**src/rtl/cem_regs.svh**
```systemverilog
// register offsets, field positions, reset values and link counts of the channel monitor
`ifndef CEM_REGS_SVH
`define CEM_REGS_SVH

// apb byte offsets, one aligned word each
`define CEM_CTRL_OFS 12'h000
`define CEM_CHCFG_OFS 12'h004
`define CEM_STATUS_OFS 12'h008
`define CEM_COUNT_OFS 12'h00c

// control register fields
`define CEM_CTRL_ABORT_BIT 0
`define CEM_CTRL_MODE_LSB 1
`define CEM_CTRL_MODE_MSB 3
`define CEM_CTRL_TX_REACT_BIT 8
`define CEM_CTRL_RX_REACT_BIT 9

// channel configuration fields
`define CEM_CHCFG_FCS_LSB 0
`define CEM_CHCFG_FCS_MSB 1
`define CEM_CHCFG_PROTO_LSB 2
`define CEM_CHCFG_PROTO_MSB 3
`define CEM_CHCFG_THRESH_LSB 8
`define CEM_CHCFG_THRESH_MSB 13
`define CEM_CHCFG_MASK_LSB 16
`define CEM_CHCFG_MASK_MSB 22

// field encodings
`define CEM_FCS_CRC16 2'h0
`define CEM_FCS_ISL 2'h1
`define CEM_PROTO_SS7 2'h1
`define CEM_PROTO_ISL 2'h2

// reset values
`define CEM_CTRL_RESET 4'h0
`define CEM_CHCFG_RESET 23'h000000
`define CEM_THRESH_RESET 6'h3f

// last bit index of one frame per port mode
`define CEM_T1_LAST 10'd192
`define CEM_E1_LAST 10'd255
`define CEM_E1X2_LAST 10'd511
`define CEM_E1X4_LAST 10'd1023

// golden message bounds, payload plus two check octets
`define CEM_GOLD_MIN 4'd5
`define CEM_GOLD_MAX 4'd7

`endif

```
**src/rtl/cem_pkg.sv**
```systemverilog
// types shared by the channel monitor
package cem_pkg;

   // port framing of the serial group
   typedef enum logic [2:0] {
      CEM_MODE_NX64 = 3'h0,
      CEM_MODE_T1 = 3'h1,
      CEM_MODE_E1 = 3'h2,
      CEM_MODE_E1X2 = 3'h3,
      CEM_MODE_E1X4 = 3'h4
   } cem_port_mode_type;

   // interrupt descriptor codes, also the bit index of the pending vector
   typedef enum logic [3:0] {
      CEM_EV_TX_STARVE = 4'h0,
      CEM_EV_RX_STARVE = 4'h1,
      CEM_EV_RX_OWNER = 4'h2,
      CEM_EV_ALIGN_CHANGE = 4'h3,
      CEM_EV_LOSS_OF_FRAME = 4'h4,
      CEM_EV_FILTER_MATCH = 4'h5,
      CEM_EV_SHORT = 4'h6,
      CEM_EV_OCTET_ALIGN = 4'h7,
      CEM_EV_CRC = 4'h8,
      CEM_EV_COUNT_UP = 4'h9,
      CEM_EV_COUNT_DOWN = 4'ha,
      CEM_EV_THRESHOLD = 4'hb
   } cem_event_type;

endpackage

```
**src/rtl/cem_channel_monitor.sv**
```systemverilog
// channel error handling, ss7 message filter and signal unit error monitor
`timescale 1ns/1ns
`include "cem_regs.svh"
module cem_channel_monitor #(
   parameter int GOLD_BYTES = 7,
   parameter int FLY_WIDTH = 10
) (
   input wire logic i_clock,
   input wire logic i_rst,
   // apb slave
   input wire logic i_psel,
   input wire logic i_penable,
   input wire logic i_pwrite,
   input wire logic [11:0] i_paddr,
   input wire logic [31:0] i_pwdata,
   output logic [31:0] o_prdata,
   output logic o_pready,
   output logic o_pslverr,
   // line interface pins, asynchronous
   input wire logic i_link_clock,
   input wire logic i_receive_frame_sync,
   input wire logic i_loss_of_frame,
   // fifo state from the data path
   input wire logic i_tx_fifo_empty,
   input wire logic i_tx_buffer_owned,
   input wire logic i_rx_fifo_full,
   input wire logic i_rx_buffer_owned,
   // received message stream from the hdlc engine
   input wire logic i_msg_byte_valid,
   input wire logic [7:0] i_msg_byte,
   input wire logic i_msg_end,
   input wire logic i_short_frame_error,
   input wire logic i_octet_align_error,
   input wire logic i_crc_error,
   input wire logic i_seven_ones,
   input wire logic i_long_frame_error,
   // channel control toward the data path
   output logic o_tx_send_idle,
   output logic o_tx_bus_stop,
   output logic o_rx_bus_stop,
   output logic o_rx_fifo_flush,
   output logic o_rx_force_ones,
   output logic o_filter_hold_buffer,
   output logic o_inter_system_link_mode,
   output logic [5:0] o_signal_unit_error_counter,
   // interrupt descriptor toward the queue writer
   output logic o_desc_valid,
   output logic [3:0] o_desc_code,
   output logic o_desc_dir,
   input wire logic i_desc_ready
);
   // lowest pending event, the order of service
   function automatic logic [3:0] lowest_set(input logic [11:0] vec);
      logic [3:0] idx;
      idx = 4'h0;
      for (int i = 11; i >= 0; i--)
         if (vec[i])
            idx = 4'(i);
      return idx;
   endfunction
   // last flywheel count of a frame for the port mode
   function automatic logic [FLY_WIDTH-1:0] frame_last(input logic [2:0] mode);
      logic [FLY_WIDTH-1:0] last;
      case (mode)
         cem_pkg::CEM_MODE_T1: last = FLY_WIDTH'(`CEM_T1_LAST);
         cem_pkg::CEM_MODE_E1: last = FLY_WIDTH'(`CEM_E1_LAST);
         cem_pkg::CEM_MODE_E1X2: last = FLY_WIDTH'(`CEM_E1X2_LAST);
         default: last = FLY_WIDTH'(`CEM_E1X4_LAST);
      endcase
      return last;
   endfunction
   // software state
   logic [3:0] ctrl; // abort select and port mode
   logic [22:0] chcfg; // fcs, protocol, threshold, masks
   // pin synchronisers: bit 0 clock, 1 sync, 2 loss of frame
   logic [2:0] pin_s1, pin_s2, pin_s3, pin_f, pin_prev;
   // channel state
   logic tx_susp, rx_susp, locked;
   logic [FLY_WIDTH-1:0] fly_count;
   logic [11:0] pending;
   // message filter state
   logic [7:0] cap [GOLD_BYTES];
   logic [7:0] gold [GOLD_BYTES];
   logic [3:0] cap_cnt, gold_len;
   logic filter_mode, mismatch;
   // leaky bucket state
   logic octet_mode;
   logic [3:0] bad_cnt;
   logic [7:0] good_cnt;
   logic [5:0] errs;
   // apb decode, zero wait states, unmapped offsets answer slverr
   wire setup_phase = i_psel & ~i_penable;
   wire access_phase = i_psel & i_penable;
   wire hit_ctrl = i_paddr == `CEM_CTRL_OFS;
   wire hit_chcfg = i_paddr == `CEM_CHCFG_OFS;
   wire hit_status = i_paddr == `CEM_STATUS_OFS;
   wire hit_count = i_paddr == `CEM_COUNT_OFS;
   wire addr_ok = hit_ctrl | hit_chcfg | hit_status | hit_count;
   wire wr_ctrl = access_phase & i_pwrite & hit_ctrl;
   wire wr_chcfg = access_phase & i_pwrite & hit_chcfg;
   assign o_pready = access_phase;
   assign o_pslverr = access_phase & ~addr_ok;
   // configuration fields
   wire abort_sel = ctrl[`CEM_CTRL_ABORT_BIT];
   wire [2:0] port_mode = ctrl[`CEM_CTRL_MODE_MSB:`CEM_CTRL_MODE_LSB];
   wire [1:0] fcs_sel = chcfg[`CEM_CHCFG_FCS_MSB:`CEM_CHCFG_FCS_LSB];
   wire [1:0] proto_sel = chcfg[`CEM_CHCFG_PROTO_MSB:`CEM_CHCFG_PROTO_LSB];
   wire [5:0] thresh = chcfg[`CEM_CHCFG_THRESH_MSB:`CEM_CHCFG_THRESH_LSB];
   wire [6:0] int_mask = chcfg[`CEM_CHCFG_MASK_MSB:`CEM_CHCFG_MASK_LSB];
   wire isl_mode = fcs_sel == `CEM_FCS_ISL && proto_sel == `CEM_PROTO_ISL;
   wire ss7_mode = fcs_sel == `CEM_FCS_CRC16 && proto_sel == `CEM_PROTO_SS7;
   wire framed = port_mode inside {cem_pkg::CEM_MODE_T1, cem_pkg::CEM_MODE_E1,
      cem_pkg::CEM_MODE_E1X2, cem_pkg::CEM_MODE_E1X4};
   // reactivation: control pulse bits, or any write of the channel table for rx
   wire tx_react = wr_ctrl & i_pwdata[`CEM_CTRL_TX_REACT_BIT];
   wire rx_react = (wr_ctrl & i_pwdata[`CEM_CTRL_RX_REACT_BIT]) | wr_chcfg;
   // filtered pin levels and their edges
   wire link_rise = pin_f[0] & ~pin_prev[0];
   wire sync_rise = pin_f[1] & ~pin_prev[1];
   wire loss_rise = pin_f[2] & ~pin_prev[2];
   // transmit underflow, judged at each bit demand of the link
   wire tx_starve = link_rise & ~tx_susp & i_tx_fifo_empty & i_tx_buffer_owned;
   // receive overflow, split by who owns the next buffer
   wire rx_over = link_rise & ~rx_susp & i_rx_fifo_full;
   wire rx_starve = rx_over & i_rx_buffer_owned;
   wire rx_owner = rx_over & ~i_rx_buffer_owned;
   // sync rising away from the frame boundary after lock
   wire fly_edge = fly_count == frame_last(port_mode) || fly_count == '0;
   wire align_change = framed & sync_rise & locked & ~fly_edge;
   wire rx_abort_hit = abort_sel & (align_change | loss_rise);
   // message classification
   wire msg_bad = i_short_frame_error | i_octet_align_error | i_crc_error;
   wire msg_good = i_msg_end & ~msg_bad & ~i_long_frame_error;
   wire cap_fits = cap_cnt >= `CEM_GOLD_MIN && cap_cnt <= `CEM_GOLD_MAX;
   wire qualifies = ss7_mode & msg_good & cap_fits;
   wire byte_miss = cap_cnt >= gold_len || i_msg_byte != gold[cap_cnt[2:0]];
   wire miss_now = filter_mode & i_msg_byte_valid & byte_miss;
   wire filter_match = ss7_mode & filter_mode & i_msg_end & ~mismatch
      & ~miss_now & cap_cnt == gold_len;
   wire filter_exit = mismatch | miss_now | (i_msg_end & cap_cnt != gold_len);
   // leaky bucket events
   wire octet_wrap = octet_mode & i_msg_byte_valid & bad_cnt == 4'hf;
   wire bucket_inc = ss7_mode & ((i_msg_end & msg_bad) | octet_wrap);
   wire bucket_dec = ss7_mode & msg_good & good_cnt == 8'hff;
   wire do_inc = bucket_inc & ~bucket_dec & errs != 6'h3f;
   wire do_dec = bucket_dec & ~bucket_inc & errs != 6'h00;
   wire [5:0] next_errs = do_inc ? errs + 6'h01 : do_dec ? errs - 6'h01 : errs;
   wire hit_thresh = bucket_inc & next_errs >= thresh;
   // maskable events, a set mask bit suppresses the descriptor
   wire [6:0] masked_raw = {hit_thresh, bucket_dec, bucket_inc,
      ss7_mode & i_msg_end & i_crc_error, ss7_mode & i_msg_end & i_octet_align_error,
      ss7_mode & i_msg_end & i_short_frame_error, filter_match};
   wire [11:0] ev_set = {masked_raw & ~int_mask, loss_rise, align_change,
      rx_owner, rx_starve, tx_starve};
   // descriptor register reloads when empty or when taken
   wire desc_free = ~o_desc_valid | i_desc_ready;
   wire desc_load = desc_free & (pending != 12'h000);
   wire [3:0] desc_pick = lowest_set(pending);
   wire [11:0] desc_clear = desc_load ? 12'h001 << desc_pick : 12'h000;
   // register writes
   always_ff @(posedge i_clock or posedge i_rst)
   begin
      if (i_rst)
      begin
         ctrl <= `CEM_CTRL_RESET;
         chcfg <= `CEM_CHCFG_RESET | ({17'h0, `CEM_THRESH_RESET} << `CEM_CHCFG_THRESH_LSB);
      end
      else
      begin
         if (wr_ctrl)
            ctrl <= i_pwdata[3:0];
         if (wr_chcfg)
            chcfg <= i_pwdata[22:0];
      end
   end
   // read data is captured in the setup phase so it comes from a flop
   always_ff @(posedge i_clock or posedge i_rst)
   begin
      if (i_rst)
         o_prdata <= 32'h00000000;
      else if (setup_phase)
      begin
         case (1'b1)
            hit_ctrl: o_prdata <= {28'h0, ctrl};
            hit_chcfg: o_prdata <= {9'h0, chcfg};
            hit_status: o_prdata <= {4'h0, pending, 10'h0, locked, octet_mode,
               filter_mode, o_rx_force_ones, rx_susp, tx_susp};
            hit_count: o_prdata <= {8'h0, good_cnt, 4'h0, bad_cnt, 2'h0, errs};
            default: o_prdata <= 32'h00000000;
         endcase
      end
   end
   // three stage pin sampling; stage one feeds only stage two
   always_ff @(posedge i_clock or posedge i_rst)
   begin
      if (i_rst)
      begin
         pin_s1 <= 3'h0;
         pin_s2 <= 3'h0;
         pin_s3 <= 3'h0;
         pin_f <= 3'h0;
         pin_prev <= 3'h0;
      end
      else
      begin
         pin_s1 <= {i_loss_of_frame, i_receive_frame_sync, i_link_clock};
         pin_s2 <= pin_s1;
         pin_s3 <= pin_s2;
         // a level is accepted only when stages two and three agree
         pin_f <= (pin_s3 & ~(pin_s2 ^ pin_s3)) | (pin_f & (pin_s2 ^ pin_s3));
         pin_prev <= pin_f;
      end
   end
   // frame flywheel, counts link bits and realigns on sync
   always_ff @(posedge i_clock or posedge i_rst)
   begin
      if (i_rst)
      begin
         fly_count <= '0;
         locked <= 1'b0;
      end
      else if (!framed)
         locked <= 1'b0; // unframed port has no alignment to lose
      else if (sync_rise)
      begin
         fly_count <= '0;
         locked <= 1'b1;
      end
      else if (link_rise)
         fly_count <= fly_count == frame_last(port_mode) ? '0 : fly_count + 1'b1;
   end
   // suspend flags; a new error outranks a reactivation in the same cycle
   always_ff @(posedge i_clock or posedge i_rst)
   begin
      if (i_rst)
      begin
         tx_susp <= 1'b0;
         rx_susp <= 1'b0;
         o_rx_fifo_flush <= 1'b0;
      end
      else
      begin
         tx_susp <= tx_starve | (tx_susp & ~tx_react);
         rx_susp <= rx_over | rx_abort_hit | (rx_susp & ~rx_react);
         // discard the fifo on overflow, loss of frame, or aborted realignment
         o_rx_fifo_flush <= rx_over | loss_rise | (abort_sel & align_change);
      end
   end
   // pending descriptors; set wins over the service clear
   always_ff @(posedge i_clock or posedge i_rst)
   begin
      if (i_rst)
      begin
         pending <= 12'h000;
         o_desc_valid <= 1'b0;
         o_desc_code <= 4'h0;
         o_desc_dir <= 1'b0;
      end
      else
      begin
         pending <= (pending & ~desc_clear) | ev_set;
         if (desc_free)
            o_desc_valid <= desc_load;
         if (desc_load)
         begin
            o_desc_code <= desc_pick;
            o_desc_dir <= desc_pick == cem_pkg::CEM_EV_TX_STARVE;
         end
      end
   end
   // capture the current message bytes and count them, saturating at eight
   always_ff @(posedge i_clock or posedge i_rst)
   begin
      if (i_rst)
         cap_cnt <= 4'h0;
      else if (i_msg_end)
         cap_cnt <= 4'h0;
      else if (i_msg_byte_valid && cap_cnt != 4'h8)
         cap_cnt <= cap_cnt + 4'h1;
   end
   // byte store has no reset, it is only read under a valid count
   always_ff @(posedge i_clock)
   begin
      if (i_msg_byte_valid && cap_cnt < 4'(GOLD_BYTES))
         cap[cap_cnt[2:0]] <= i_msg_byte;
      if (qualifies && (!filter_mode || filter_exit))
         gold <= cap;
   end
   // filter mode: enter on a qualifying message, leave on first mismatch
   always_ff @(posedge i_clock or posedge i_rst)
   begin
      if (i_rst)
      begin
         filter_mode <= 1'b0;
         mismatch <= 1'b0;
         gold_len <= 4'h0;
      end
      else if (!ss7_mode)
      begin
         filter_mode <= 1'b0;
         mismatch <= 1'b0;
      end
      else
      begin
         // the mismatch flag spans one message only
         mismatch <= i_msg_end ? 1'b0 : (mismatch | miss_now);
         if (qualifies && (!filter_mode || filter_exit))
         begin
            filter_mode <= 1'b1;
            gold_len <= cap_cnt;
         end
         else if (filter_mode && (miss_now || (i_msg_end && filter_exit)))
            filter_mode <= 1'b0;
      end
   end
   // leaky bucket counters
   always_ff @(posedge i_clock or posedge i_rst)
   begin
      if (i_rst)
      begin
         octet_mode <= 1'b0;
         bad_cnt <= 4'h0;
         good_cnt <= 8'h00;
         errs <= 6'h00;
      end
      else if (ss7_mode)
      begin
         errs <= next_errs;
         if (i_seven_ones || i_long_frame_error)
         begin
            octet_mode <= 1'b1;
            bad_cnt <= 4'h0;
         end
         else if (octet_mode && msg_good)
            octet_mode <= 1'b0;
         else if (octet_mode && i_msg_byte_valid)
            bad_cnt <= bad_cnt + 4'h1;
         // good count is held in octet mode and resumes from the good exit message
         if (msg_good)
            good_cnt <= good_cnt + 8'h01;
      end
   end
   // outputs toward the data path
   assign o_tx_send_idle = tx_susp;
   assign o_tx_bus_stop = tx_susp;
   assign o_rx_bus_stop = rx_susp;
   assign o_rx_force_ones = pin_f[2] & ~abort_sel & ~rx_susp;
   assign o_filter_hold_buffer = filter_mode;
   assign o_inter_system_link_mode = isl_mode;
   assign o_signal_unit_error_counter = errs;
endmodule

```
**config.mk**
```make
export PLATFORM = sky130hd
export DESIGN_NAME = cem_channel_monitor
export DESIGN_NICKNAME = d
export VERILOG_FILES = /design/src/rtl/cem_pkg.sv /design/src/rtl/cem_channel_monitor.sv
export VERILOG_INCLUDE_DIRS = /design/src /design/src/rtl
export SDC_FILE = /design/constraint.sdc
export NUM_CORES = 1
export LEC_CHECK = 0
export BUFFER_PORTS_ARGS = -buffer_cell sky130_fd_sc_hd__buf_2
export CORE_ASPECT_RATIO = 0.5
export CORE_MARGIN = 2
export CORE_UTILIZATION = 45
export CTS_CLUSTER_DIAMETER = 60
export DETAILED_ROUTE_END_ITERATION = 6
export GPL_ROUTABILITY_DRIVEN = 0
export PLACE_DENSITY = 0.7
export REMOVE_ABC_BUFFERS = 1
export SLEW_MARGIN = 20
export SYNTH_ARGS = -nofsm -noshare
export SYNTH_HDL_FRONTEND = slang
export SYNTH_SLANG_ARGS = --single-unit
```
**constraint.sdc**
```tcl
create_clock -name i_clock -period 12.31 [get_ports i_clock]
set_input_delay 0.6155 -clock i_clock [delete_from_list [all_inputs] [get_ports i_clock]]
set_output_delay 0.6155 -clock i_clock [all_outputs]
set_load 0.02 [all_outputs]
```
==> results of run 1 <==
## how the worst min path moves through the flow
stage	start	to	slack (ns)
floorplan	pin_s1[0]$_DFF_PP0_	pin_s2[0]$_DFF_PP0_	0.33
CTS	i_loss_of_frame	pin_s1[2]$_DFF_PP0_	0.19
detailed placement	pin_s1[0]$_DFF_PP0_	pin_s2[0]$_DFF_PP0_	0.34
finish	i_loss_of_frame	pin_s1[2]$_DFF_PP0_	0.21
global route	i_link_clock	pin_s1[0]$_DFF_PP0_	0.19
global placement	pin_s1[0]$_DFF_PP0_	pin_s2[0]$_DFF_PP0_	0.34
## per-stage QoR
stage,std cells,setup WS (ns),total power [W]
finish,1236,8.70,0.00164
global route,1236,8.42,0.00170
CTS,1234,8.69,0.00166
detailed placement,1192,8.52,0.000999
global placement,1192,8.53,0.000995
floorplan,768,7.86,0.000953
## where the power goes
part | internal (W) | total, W | switching, W
Sequential | 0.000865 | 0.000876 | 0.0000114
Clock | 0.000363 | 0.000657 | 0.000295
Combinational | 0.0000366 | 0.000106 | 0.0000694
Total | 0.00126 | 0.00164 | 0.000376
## synthesized netlist by cell type, types with 3 or more instances
library cell	n
dfrtp_1	125
edfxtp_1	112
nand2_1	76
nor2_1	50
o21ai_0	39
inv_1	33
mux2i_1	26
mux2_2	25
xnor2_1	24
nand3_1	20
ha_1	19
a22o_1	16
a21oi_1	14
clkbuf_1	13
nand2b_1	13
o22ai_1	11
xor2_1	11
buf_2	10
nor4_1	10
a31oi_1	9
nand4_1	9
or3_1	9
mux4_2	8
nor2b_1	8
a211oi_1	7
buf_4	7
nand3b_1	7
a21o_1	6
dfstp_2	6
o31ai_1	6
a22oi_1	5
nor3b_1	5
nor3_1	4
nor3_2	4
or2_2	4
a211o_1	3
and2_1	3
and3_1	3
maj3_1	3
o211ai_1	3
o2bb2ai_1	3
## layer usage
layer  track usage [%]  up-vias  routed length (um)
met5                 0        -                   0
met4              4.95        0                 444
met3              2.79       34                1080
met2              29.2      159               10300
met1              25.6     3317                9980
li1                  -     3128                   -
## state kept, by name, indices dropped and copies added (netlist names), 6 cells and up, named ones only
signal / flops
o_prdata: 28
pending: 12
o_signal_unit_error_counter: 6
good_cnt: 8
fly_count: 10
gold: 56
chcfg: 23
cap: 56
## cell families (layout without fill, tap and decap cells)
kind of cell	after synthesis	count (layout)	synth area share, %
flops	243	243	64.0
simple gates	235	235	11.8
compound gates	136	136	8.75
buf+inv	64	192	2.69
mux	60	60	7.21
xor+xnor	35	35	2.95
fa+ha+maj	22	22	2.58
other cells	1	6	0.0361
## cells in the final DEF, fill, tap and decap left out, types with 11 or more instances in the layout
cell type and instances:
clkbuf_16 23, a22o_1 16, mux2i_1 26, buf_2 111, dfrtp_1 125, xnor2_1 24
nand2b_1 13, o22ai_1 11, nand3_1 20, nand2_1 76, ha_1 19, inv_1 32
xor2_1 11, a21oi_1 14, o21ai_0 39, mux2_2 25, nor2_1 49, edfxtp_1 112
## critical path, delay by kind of cell (launching register included)
| family | cells | cell delay (ns) |
|---|---|---|
| AND/OR/NAND/NOR | 7 | 1.58 |
| flip-flops | 1 | 0.43 |
| adder cells (fa/ha/maj) | 1 | 0.28 |
| XOR/XNOR | 1 | 0.14 |
| AO/OA/AOI/OAI | 6 | 1.05 |
## final cells by class
| cell class | instances | area share (%) |
|---|---|---|
| Clock buffer | 29 | 5.25 |
| Inverter | 33 | 1.06 |
| Antenna cell | 2 | 0.0419 |
| Clock inverter | 13 | 0.628 |
| Tap cell | 307 | 3.21 |
| Sequential cell | 243 | 55.6 |
| Multi-Input combinational cell | 492 | 29.2 |
| Timing Repair Buffer | 117 | 5.02 |
==> impl_metrics.ini, run 1 <==
[setup_path]
cp_common_cell = a21o_1
crit_start = chcfg[1]$_DFFE_PP0P_
worstSetupEndpoint = pending[11]$_DFF_PP0_
cp.required_ns = 12.69
startpoint_type = register
cp_cell_sequence = nor4b_4 -> nand4b_4 -> nor3_4 -> nor2_1 -> nand2_1 -> nand2_1 -> xnor2_1 -> ha_1 -> nand2b_1 -> a21o_1 -> a21o_1 -> a21o_1 -> a21o_1 -> a21oi_1 -> o31ai_1
regToRegSetupSlack_ns = 8.70
cp.arrival_ns = 3.99
slowest_stage = nor4b_4
crit_path_max_incr_delay_ns = 0.52
r2r.worst_path.cells = 15
worstSetupPathType = reg -> reg
r2r-end = pending[11]$_DFF_PP0_
cp_max_fo = 8
worst_setup_path_end_kind = register
worstReg2RegStart = chcfg[1]$_DFFE_PP0P_

[logic_synthesis]
syn-cell-area_mm2 = 0.0104
synth_flop_cell = dfrtp_1
synthCells = 796
synth_top_area_share_pct = 32.4
avgSynthCellArea_um2 = 13.0
ys_seq_area_share_pct = 64.0
ys_types = 63
async_reset_ff_share_pct = 53.9
ys_seq_elements = 243
synth-edff-count = 112
synth.area.top_cells = edfxtp_1 32%, dfrtp_1 30%, nand2_1 2.7%
ys_warn_count = 0
yosys.area.top_type = edfxtp_1

[sta]
drv_slew = 0
setup_viol = 0
fmax_ghz = 0.277
finalHoldViolCount = 0
relSlewSlack_pct = 32.4
tightestPinTransition_ns = 1.01
fin_crit_sh_pct = 29.3
final.setup.tns_ns = 0
skew_ns = 0.00553
period_minus_slack_ns = 3.61
hold_slack_ns = 0.212
rsz0062_at_grt = false

[floorplanning]
ios = 125
start_util_pct = 45.7
placementRows = 39
die-area_mm2 = 0.0244
core_area_mm2 = 0.0227
die_w_um = 219
fp.dieH_um = 111

[routing]
vias = 6638
ant_nets = 0
routed_via_density = 5.37
drt_wl_total_um = 21800
dr.pass1.iters = 5
routedWlPerCell_um = 17.6
post-route-drc-count = 0
dr.first_iter.drc_count = 537

[final_layout]
postLayoutCoreUtil_pct = 52.6
finalNetCount = 1001
areaGrowthSynthToFinish_pct = 15.1
fillers = 1925
multi_input_area_mm2 = 0.00349
final_area_mm2 = 0.0120
layout-drive-gt1-share_pct = 22.7
seq_area_mm2 = 0.00665

[job]
cap_violations = 0

[clocking]
clock-root-buffer = clkbuf_16
clk_path_buf_depth = 3
htree_levels = 1
clk_pin_slew_ns = 0.06
holdBufCountCts = 0
cts.sinks = 243
cts_tree = built
cts-resized-gates = 0
cts_inserted_buffers = 23
cts_setup_buffers = 0
clk-insertion-delay-late_ns = 0.51

[worst_hold_path]
min_path_type = in -> reg
holdPathStages = 1

[global_route]
grt_pass1_vias = 6542
grt_first_pass_wirelength_um = 35000
grtUsageTotal_pct = 18.1
antenna_found_initial = 2
grt_max_degree = 68
grt-ovfl-total = 0

[placement]
io_buffers = 111
dpl.hpwl_um = 15200
dpl_cell_area_mm2 = 0.0112

[power_and_ir_drop]
peakVddDrop_mv = 0.0882
cellPowerDensity_mw_per_mm2 = 137
p_leak_nw = 5.12

[run_status]
status = completed
Power figures use the tool's default switching activity.
==> run 2, diff against run 1 <==
--- a/config.mk
+++ b/config.mk
@@ -13,7 +13,7 @@
 export CTS_CLUSTER_DIAMETER = 60
 export DETAILED_ROUTE_END_ITERATION = 6
 export GPL_ROUTABILITY_DRIVEN = 0
-export PLACE_DENSITY = 0.7
+export PLACE_DENSITY = 0.73
 export REMOVE_ABC_BUFFERS = 1
 export SLEW_MARGIN = 20
 export SYNTH_ARGS = -nofsm -noshare
==> constraint.sdc (replaced) <==
create_clock -name i_clock -period 3.2 [get_ports i_clock]
set_input_delay 0.16 -clock i_clock [delete_from_list [all_inputs] [get_ports i_clock]]
set_output_delay 0.16 -clock i_clock [all_outputs]
set_load 0.02 [all_outputs]
==> run 2 against run 1 <==
  * Clock skew up 0.012 ns
  * Utilization increased by 3.3 points
  * Critical path type unchanged
  * Wire length up 8.7%
  * Via count grew 6.7%
  * Global-route usage rose by 1.8 points
  * Critical path depth is 2 lower
  * Clock power rose to 4.0 times the previous value
==> impl_metrics.ini, run 2 (synthesized netlist as in run 1, its figures left out) <==
[setup_path]
critical_path_buf_inv_count = 2
cp_cell_sequence = nor4b_4 -> nand4b_4 -> nor3_4 -> nand3_2 -> buf_4 -> buf_4 -> o41ai_4 -> xnor2_1 -> ha_1 -> a21o_1 -> a21o_1 -> a21oi_2 -> o31ai_2
startpoint_type = register
r2r-end = pending[11]$_DFF_PP0_
crit_path_max_incr_delay_ns = 0.41
cp_max_fo = 4
cp.required_ns = 3.58
regToRegSetupSlack_ns = 0.14
r2r.worst_path.cells = 13
worstSetupPathType = reg -> reg
worstReg2RegStart = chcfg[1]$_DFFE_PP0P_
worst_setup_path_end_kind = register
cp.arrival_ns = 3.44
path_delay_family = simple AND/OR/NAND/NOR gates
slowest_stage = dfrtp_1

[routing]
post-route-drc-count = 0
dr.first_iter.drc_count = 523
ant_nets = 0
dr.pass1.iters = 5
drt_wl_total_um = 23700
routed_via_density = 5.41
routedWlPerCell_um = 18.1
vias = 7082

[worst_hold_path]
holdPathStages = 4
min_to = o_prdata[23]$_DFFE_PP0P_
min_path_type = in -> reg
hold_start = i_paddr[10]

[sta]
setup_viol = 0
fin_crit_sh_pct = 95.8
period_minus_slack_ns = 3.06
tightestPinTransition_ns = 0.774
drv_slew = 0
fmax_ghz = 0.326
relSlewSlack_pct = 48.4
finalHoldViolCount = 0
skew_ns = 0.0171

[final_layout]
final_cell_mix = 125 x dfrtp_1, 112 x edfxtp_1, 111 x buf_2
final_common_cell = dfrtp_1
postLayoutCoreUtil_pct = 55.9
finalNetCount = 1079
layout-drive-gt1-share_pct = 24.6
final_area_mm2 = 0.0127
n_antenna_cell = 0
areaGrowthSynthToFinish_pct = 22.4

[floorplanning]
die-area_mm2 = 0.0244
start_util_pct = 45.7
ios = 125
placementRows = 39
fp.dieH_um = 111
die_w_um = 219
core_area_mm2 = 0.0227

[global_route]
grt-ovfl-total = 0
grt_first_pass_wirelength_um = 38200
grt_pass1_vias = 7161
grt_max_degree = 86
antenna_found_initial = 0
grtUsageTotal_pct = 19.8

[power_and_ir_drop]
p_leak_nw = 5.52
peakVddDrop_mv = 0.308
cellPowerDensity_mw_per_mm2 = 508

[clocking]
cts_tree = built
clock-root-buffer = clkbuf_16
clk_pin_slew_ns = 0.06
htree_levels = 1
clk-insertion-delay-late_ns = 0.53
cts.sinks = 243
clk_path_buf_depth = 3
cts_inserted_buffers = 22

[run_status]
status = completed

[placement]
dpl.hpwl_um = 16200
dpl_cell_area_mm2 = 0.0115
io_buffers = 111

[job]
cap_violations = 0
## run 2: layout make-up
cell class / instances / area (um^2)
fillers: 1902 / 10000
flip-flops and latches: 243 / 6650
multi-input cells: 492 / 3520
repair buffers: 196 / 1320
clock buffers: 28 / 593
well taps: 307 / 384
inverters: 33 / 129
clock inverters: 9 / 106
## run 2: metrics by stage
stage	hold slack, ns	setup WS [ns]	power (W)	instances	TNS [ns]
floorplan	0.191	-1.25	0.00367	768	-123.51
global placement	0.269	0.127	0.00384	1220	0
detailed placement	0.270	0.000199	0.00386	1220	0
CTS	0.00777	0.0149	0.00653	1307	0
global route	0.0374	-0.00783	0.00671	1308	-0.00783
finish	0.0247	0.135	0.00646	1308	0
## run 2: how the worst max path moves through the flow
stage | start | endpoint | slack [ns] | depth (start not counted)
3_5_place_dp | chcfg[0]$_DFFE_PP0P_ | pending[11]$_DFF_PP0_ | 0.0002 | 14
2_1_floorplan | cap_cnt[1]$_DFFE_PP0P_ | gold_len[0]$_DFFE_PP0P_ | -1.25 | 5
5_1_grt | chcfg[1]$_DFFE_PP0P_ | pending[11]$_DFF_PP0_ | -0.008 | 13
6_report | chcfg[1]$_DFFE_PP0P_ | pending[11]$_DFF_PP0_ | 0.14 | 13
4_1_cts | chcfg[0]$_DFFE_PP0P_ | pending[11]$_DFF_PP0_ | 0.01 | 14
3_3_place_gp | chcfg[0]$_DFFE_PP0P_ | pending[11]$_DFF_PP0_ | 0.13 | 15
## run 2: per-layer routing
layer	part of all wire, %	track usage (%)	vias to the layer above
li1	-	-	3290
met1	44	27.7	3538
met2	48	32.0	205
met3	6.0	3.50	49
met4	2.9	5.95	0
met5	0	0	-
## run 2: what timing repair did
action                                  4_1_cts  5_1_grt
pin swaps                                     3        9
hold buffers                                 46        0
endpoints found under the setup margin        1        1
buffers inserted                              4        1
resized for setup                             0       10
endpoints found under the hold margin       182        0
## run 2: power breakdown
part | switching [W] | leakage (nW) | total, W | internal, W
combinational | 0.000281 | 2.45 | 0.000471 | 0.000190
sequential | 0.0000436 | 2.74 | 0.00337 | 0.00333
clock | 0.00115 | 0.340 | 0.00262 | 0.00147
total | 0.00147 | 5.52 | 0.00646 | 0.00499
## run 2: worst min-delay path, delay by kind of cell
kind / cells / cell delay, ns
AND/OR/NAND/NOR: 2 / 0.17
buffers and inverters: 1 / 0.08
AO/OA/AOI/OAI: 1 / 0.08
==> run 3, diff against run 2 <==
--- a/config.mk
+++ b/config.mk
@@ -8,7 +8,6 @@
 export LEC_CHECK = 0
 export BUFFER_PORTS_ARGS = -buffer_cell sky130_fd_sc_hd__buf_2
 export CORE_ASPECT_RATIO = 0.5
-export CORE_MARGIN = 2
 export CORE_UTILIZATION = 45
 export CTS_CLUSTER_DIAMETER = 60
 export DETAILED_ROUTE_END_ITERATION = 6
==> run 3 against run 2 <==
  * Register-to-register slack got worse by 0.02 ns
  * Count of clock-buffer cells in the layout decreased by 1
  * Utilization increased by 1.2 points
  * Maximum frequency decreased by 0.65%
  * Clock power decreased by 2%
  * Wire length decreased by 1.7%
  * First-iteration DRC count increased by 35%
  * Total power decreased by 0.66%
  * Flip-flop and latch count unchanged
  * Critical path type unchanged
  * Largest cell class unchanged
==> impl_metrics.ini, run 3 (synthesized netlist as in run 1, its figures left out) <==
[floorplanning]
die-area_mm2 = 0.0237
die_w_um = 217
fp.dieH_um = 109
ios = 125
start_util_pct = 46.9
placementRows = 38
core_area_mm2 = 0.0222

[clocking]
cts_tree = built
cts_inserted_buffers = 22
cts.sinks = 243
clk_path_buf_depth = 3
clk-insertion-delay-late_ns = 0.52
clock-root-buffer = clkbuf_16
clk_pin_slew_ns = 0.07
htree_levels = 1

[setup_path]
worstSetupPathType = reg -> reg
critical_path_buf_inv_count = 0
cp.arrival_ns = 3.46
cp_common_cell = a21o_1
startpoint_type = register
worst_setup_path_end_kind = register
cp_cell_sequence = nor4b_4 -> nand4b_4 -> nor3_4 -> nor2_2 -> nand2_1 -> nand2_2 -> xnor2_2 -> ha_1 -> nand2b_4 -> a21o_1 -> a21o_1 -> a21o_1 -> a21o_1 -> a21oi_2 -> o31ai_2
cp.depth = 15
slowest_stage = dfrtp_1
r2r.worst_path.cells = 15
cp.required_ns = 3.58
cp_max_fo = 5
crit_path_max_incr_delay_ns = 0.43
path_delay_family = simple AND/OR/NAND/NOR gates

[placement]
dpl.cell_count = 1209
io_buffers = 111
dpl_cell_area_mm2 = 0.0114
dpl.hpwl_um = 16200

[sta]
tightestPinTransition_ns = 0.801
finalHoldViolCount = 0
period_minus_slack_ns = 3.08
fmax_ghz = 0.324
rsz0062_at_grt = true
drv_slew = 0
setup_viol = 0
skew_ns = 0.0149
final.setup.tns_ns = 0
fin_crit_sh_pct = 96.4
relSlewSlack_pct = 46.6

[routing]
ant_nets = 0
routedWlPerCell_um = 17.9
post-route-drc-count = 0
dr.pass1.iters = 5
routed_via_density = 5.40
drt_wl_total_um = 23300
dr.first_iter.drc_count = 706
vias = 7008

[final_layout]
final_area_mm2 = 0.0126
areaGrowthSynthToFinish_pct = 21.8
postLayoutCoreUtil_pct = 57.1
fillers = 1811
multi_input_area_mm2 = 0.00350
finalNetCount = 1073
seq_area_mm2 = 0.00665
n_antenna_cell = 0
layout-drive-gt1-share_pct = 24.3
final_cell_mix = 125 x dfrtp_1, 112 x edfxtp_1, 111 x buf_2
final_common_cell = dfrtp_1
final_cells = 1298

[worst_hold_path]
holdPathStages = 4
min_path_type = in -> reg

[global_route]
grt_first_pass_wirelength_um = 37100
grt_pass1_vias = 6958
antenna_found_initial = 0
grtUsageTotal_pct = 20.1
grt-ovfl-total = 0
grt_max_degree = 89

[power_and_ir_drop]
peakVddDrop_mv = 0.354
cellPowerDensity_mw_per_mm2 = 507
p_leak_nw = 5.44

[job]
cap_violations = 0

[run_status]
status = completed
run 3: area by class of cell:
type / instances / share of cell area (%)
multi-input cells: 492 / 27.7
clock inverters: 13 / 0.891
repair buffers: 190 / 10.2
flip-flops and latches: 243 / 52.6
well taps: 300 / 2.97
inverters: 33 / 1.02
clock buffers: 27 / 4.66
run 3: per-stage QoR:
stage	total power (W)	hold WS (ns)	worst slack, ns
finish	0.00642	0.0342	0.115
global route	0.00664	0.0383	-0.0576
CTS	0.00646	0.0166	0.0130
detailed placement	0.00386	0.272	0.0665
global placement	0.00384	0.273	0.106
floorplan	0.00367	0.191	-1.25
run 3: timing repair:
| action | CTS | global route |
|---|---|---|
| endpoints found under the setup margin | 0 | 1 |
| gates resized for setup | 0 | 6 |
| hold buffers | 44 | 0 |
| buffers inserted | 0 | 5 |
| hold endpoints to repair | 186 | 0 |
run 3: routing by layer:
metal / GRT usage (%) / vias up / share of wire (%)
li1: - / 3284 / -
met1: 27.5 / 3493 / 45
met2: 33.0 / 187 / 47
met3: 3.96 / 44 / 5.3
met4: 5.43 / 0 / 2.4
met5: 0 / - / 0
run 3: final timing paths:
path,from,end,slack (ns)
worst min register to register,pin_s1[2]$_DFF_PP0_,pin_s2[2]$_DFF_PP0_,0.35
min in group asynchronous,i_rst,pin_s1[1]$_DFF_PP0_,0.32
max in group asynchronous,i_rst,chcfg[12]$_DFFE_PP1P_,2.09
worst max register to register,chcfg[1]$_DFFE_PP0P_,pending[11]$_DFF_PP0_,0.12
worst min-delay path,i_paddr[5],o_prdata[23]$_DFFE_PP0P_,0.03
worst max-delay path,chcfg[1]$_DFFE_PP0P_,pending[11]$_DFF_PP0_,0.12
run 3: power by group:
part	internal (W)	switching, W
sequential	0.00332	0.0000438
combinational	0.000188	0.000280
clock	0.00141	0.00117
total	0.00492	0.00150
run 3: worst register-to-register path: cells and delay by family (launching register included):
family	cells	cell delay (ns)
AND/OR/NAND/NOR	7	1.24
AO/OA/AOI/OAI	6	0.84
flip-flops	1	0.43
adder cells (fa/ha/maj)	1	0.30
XOR/XNOR	1	0.14
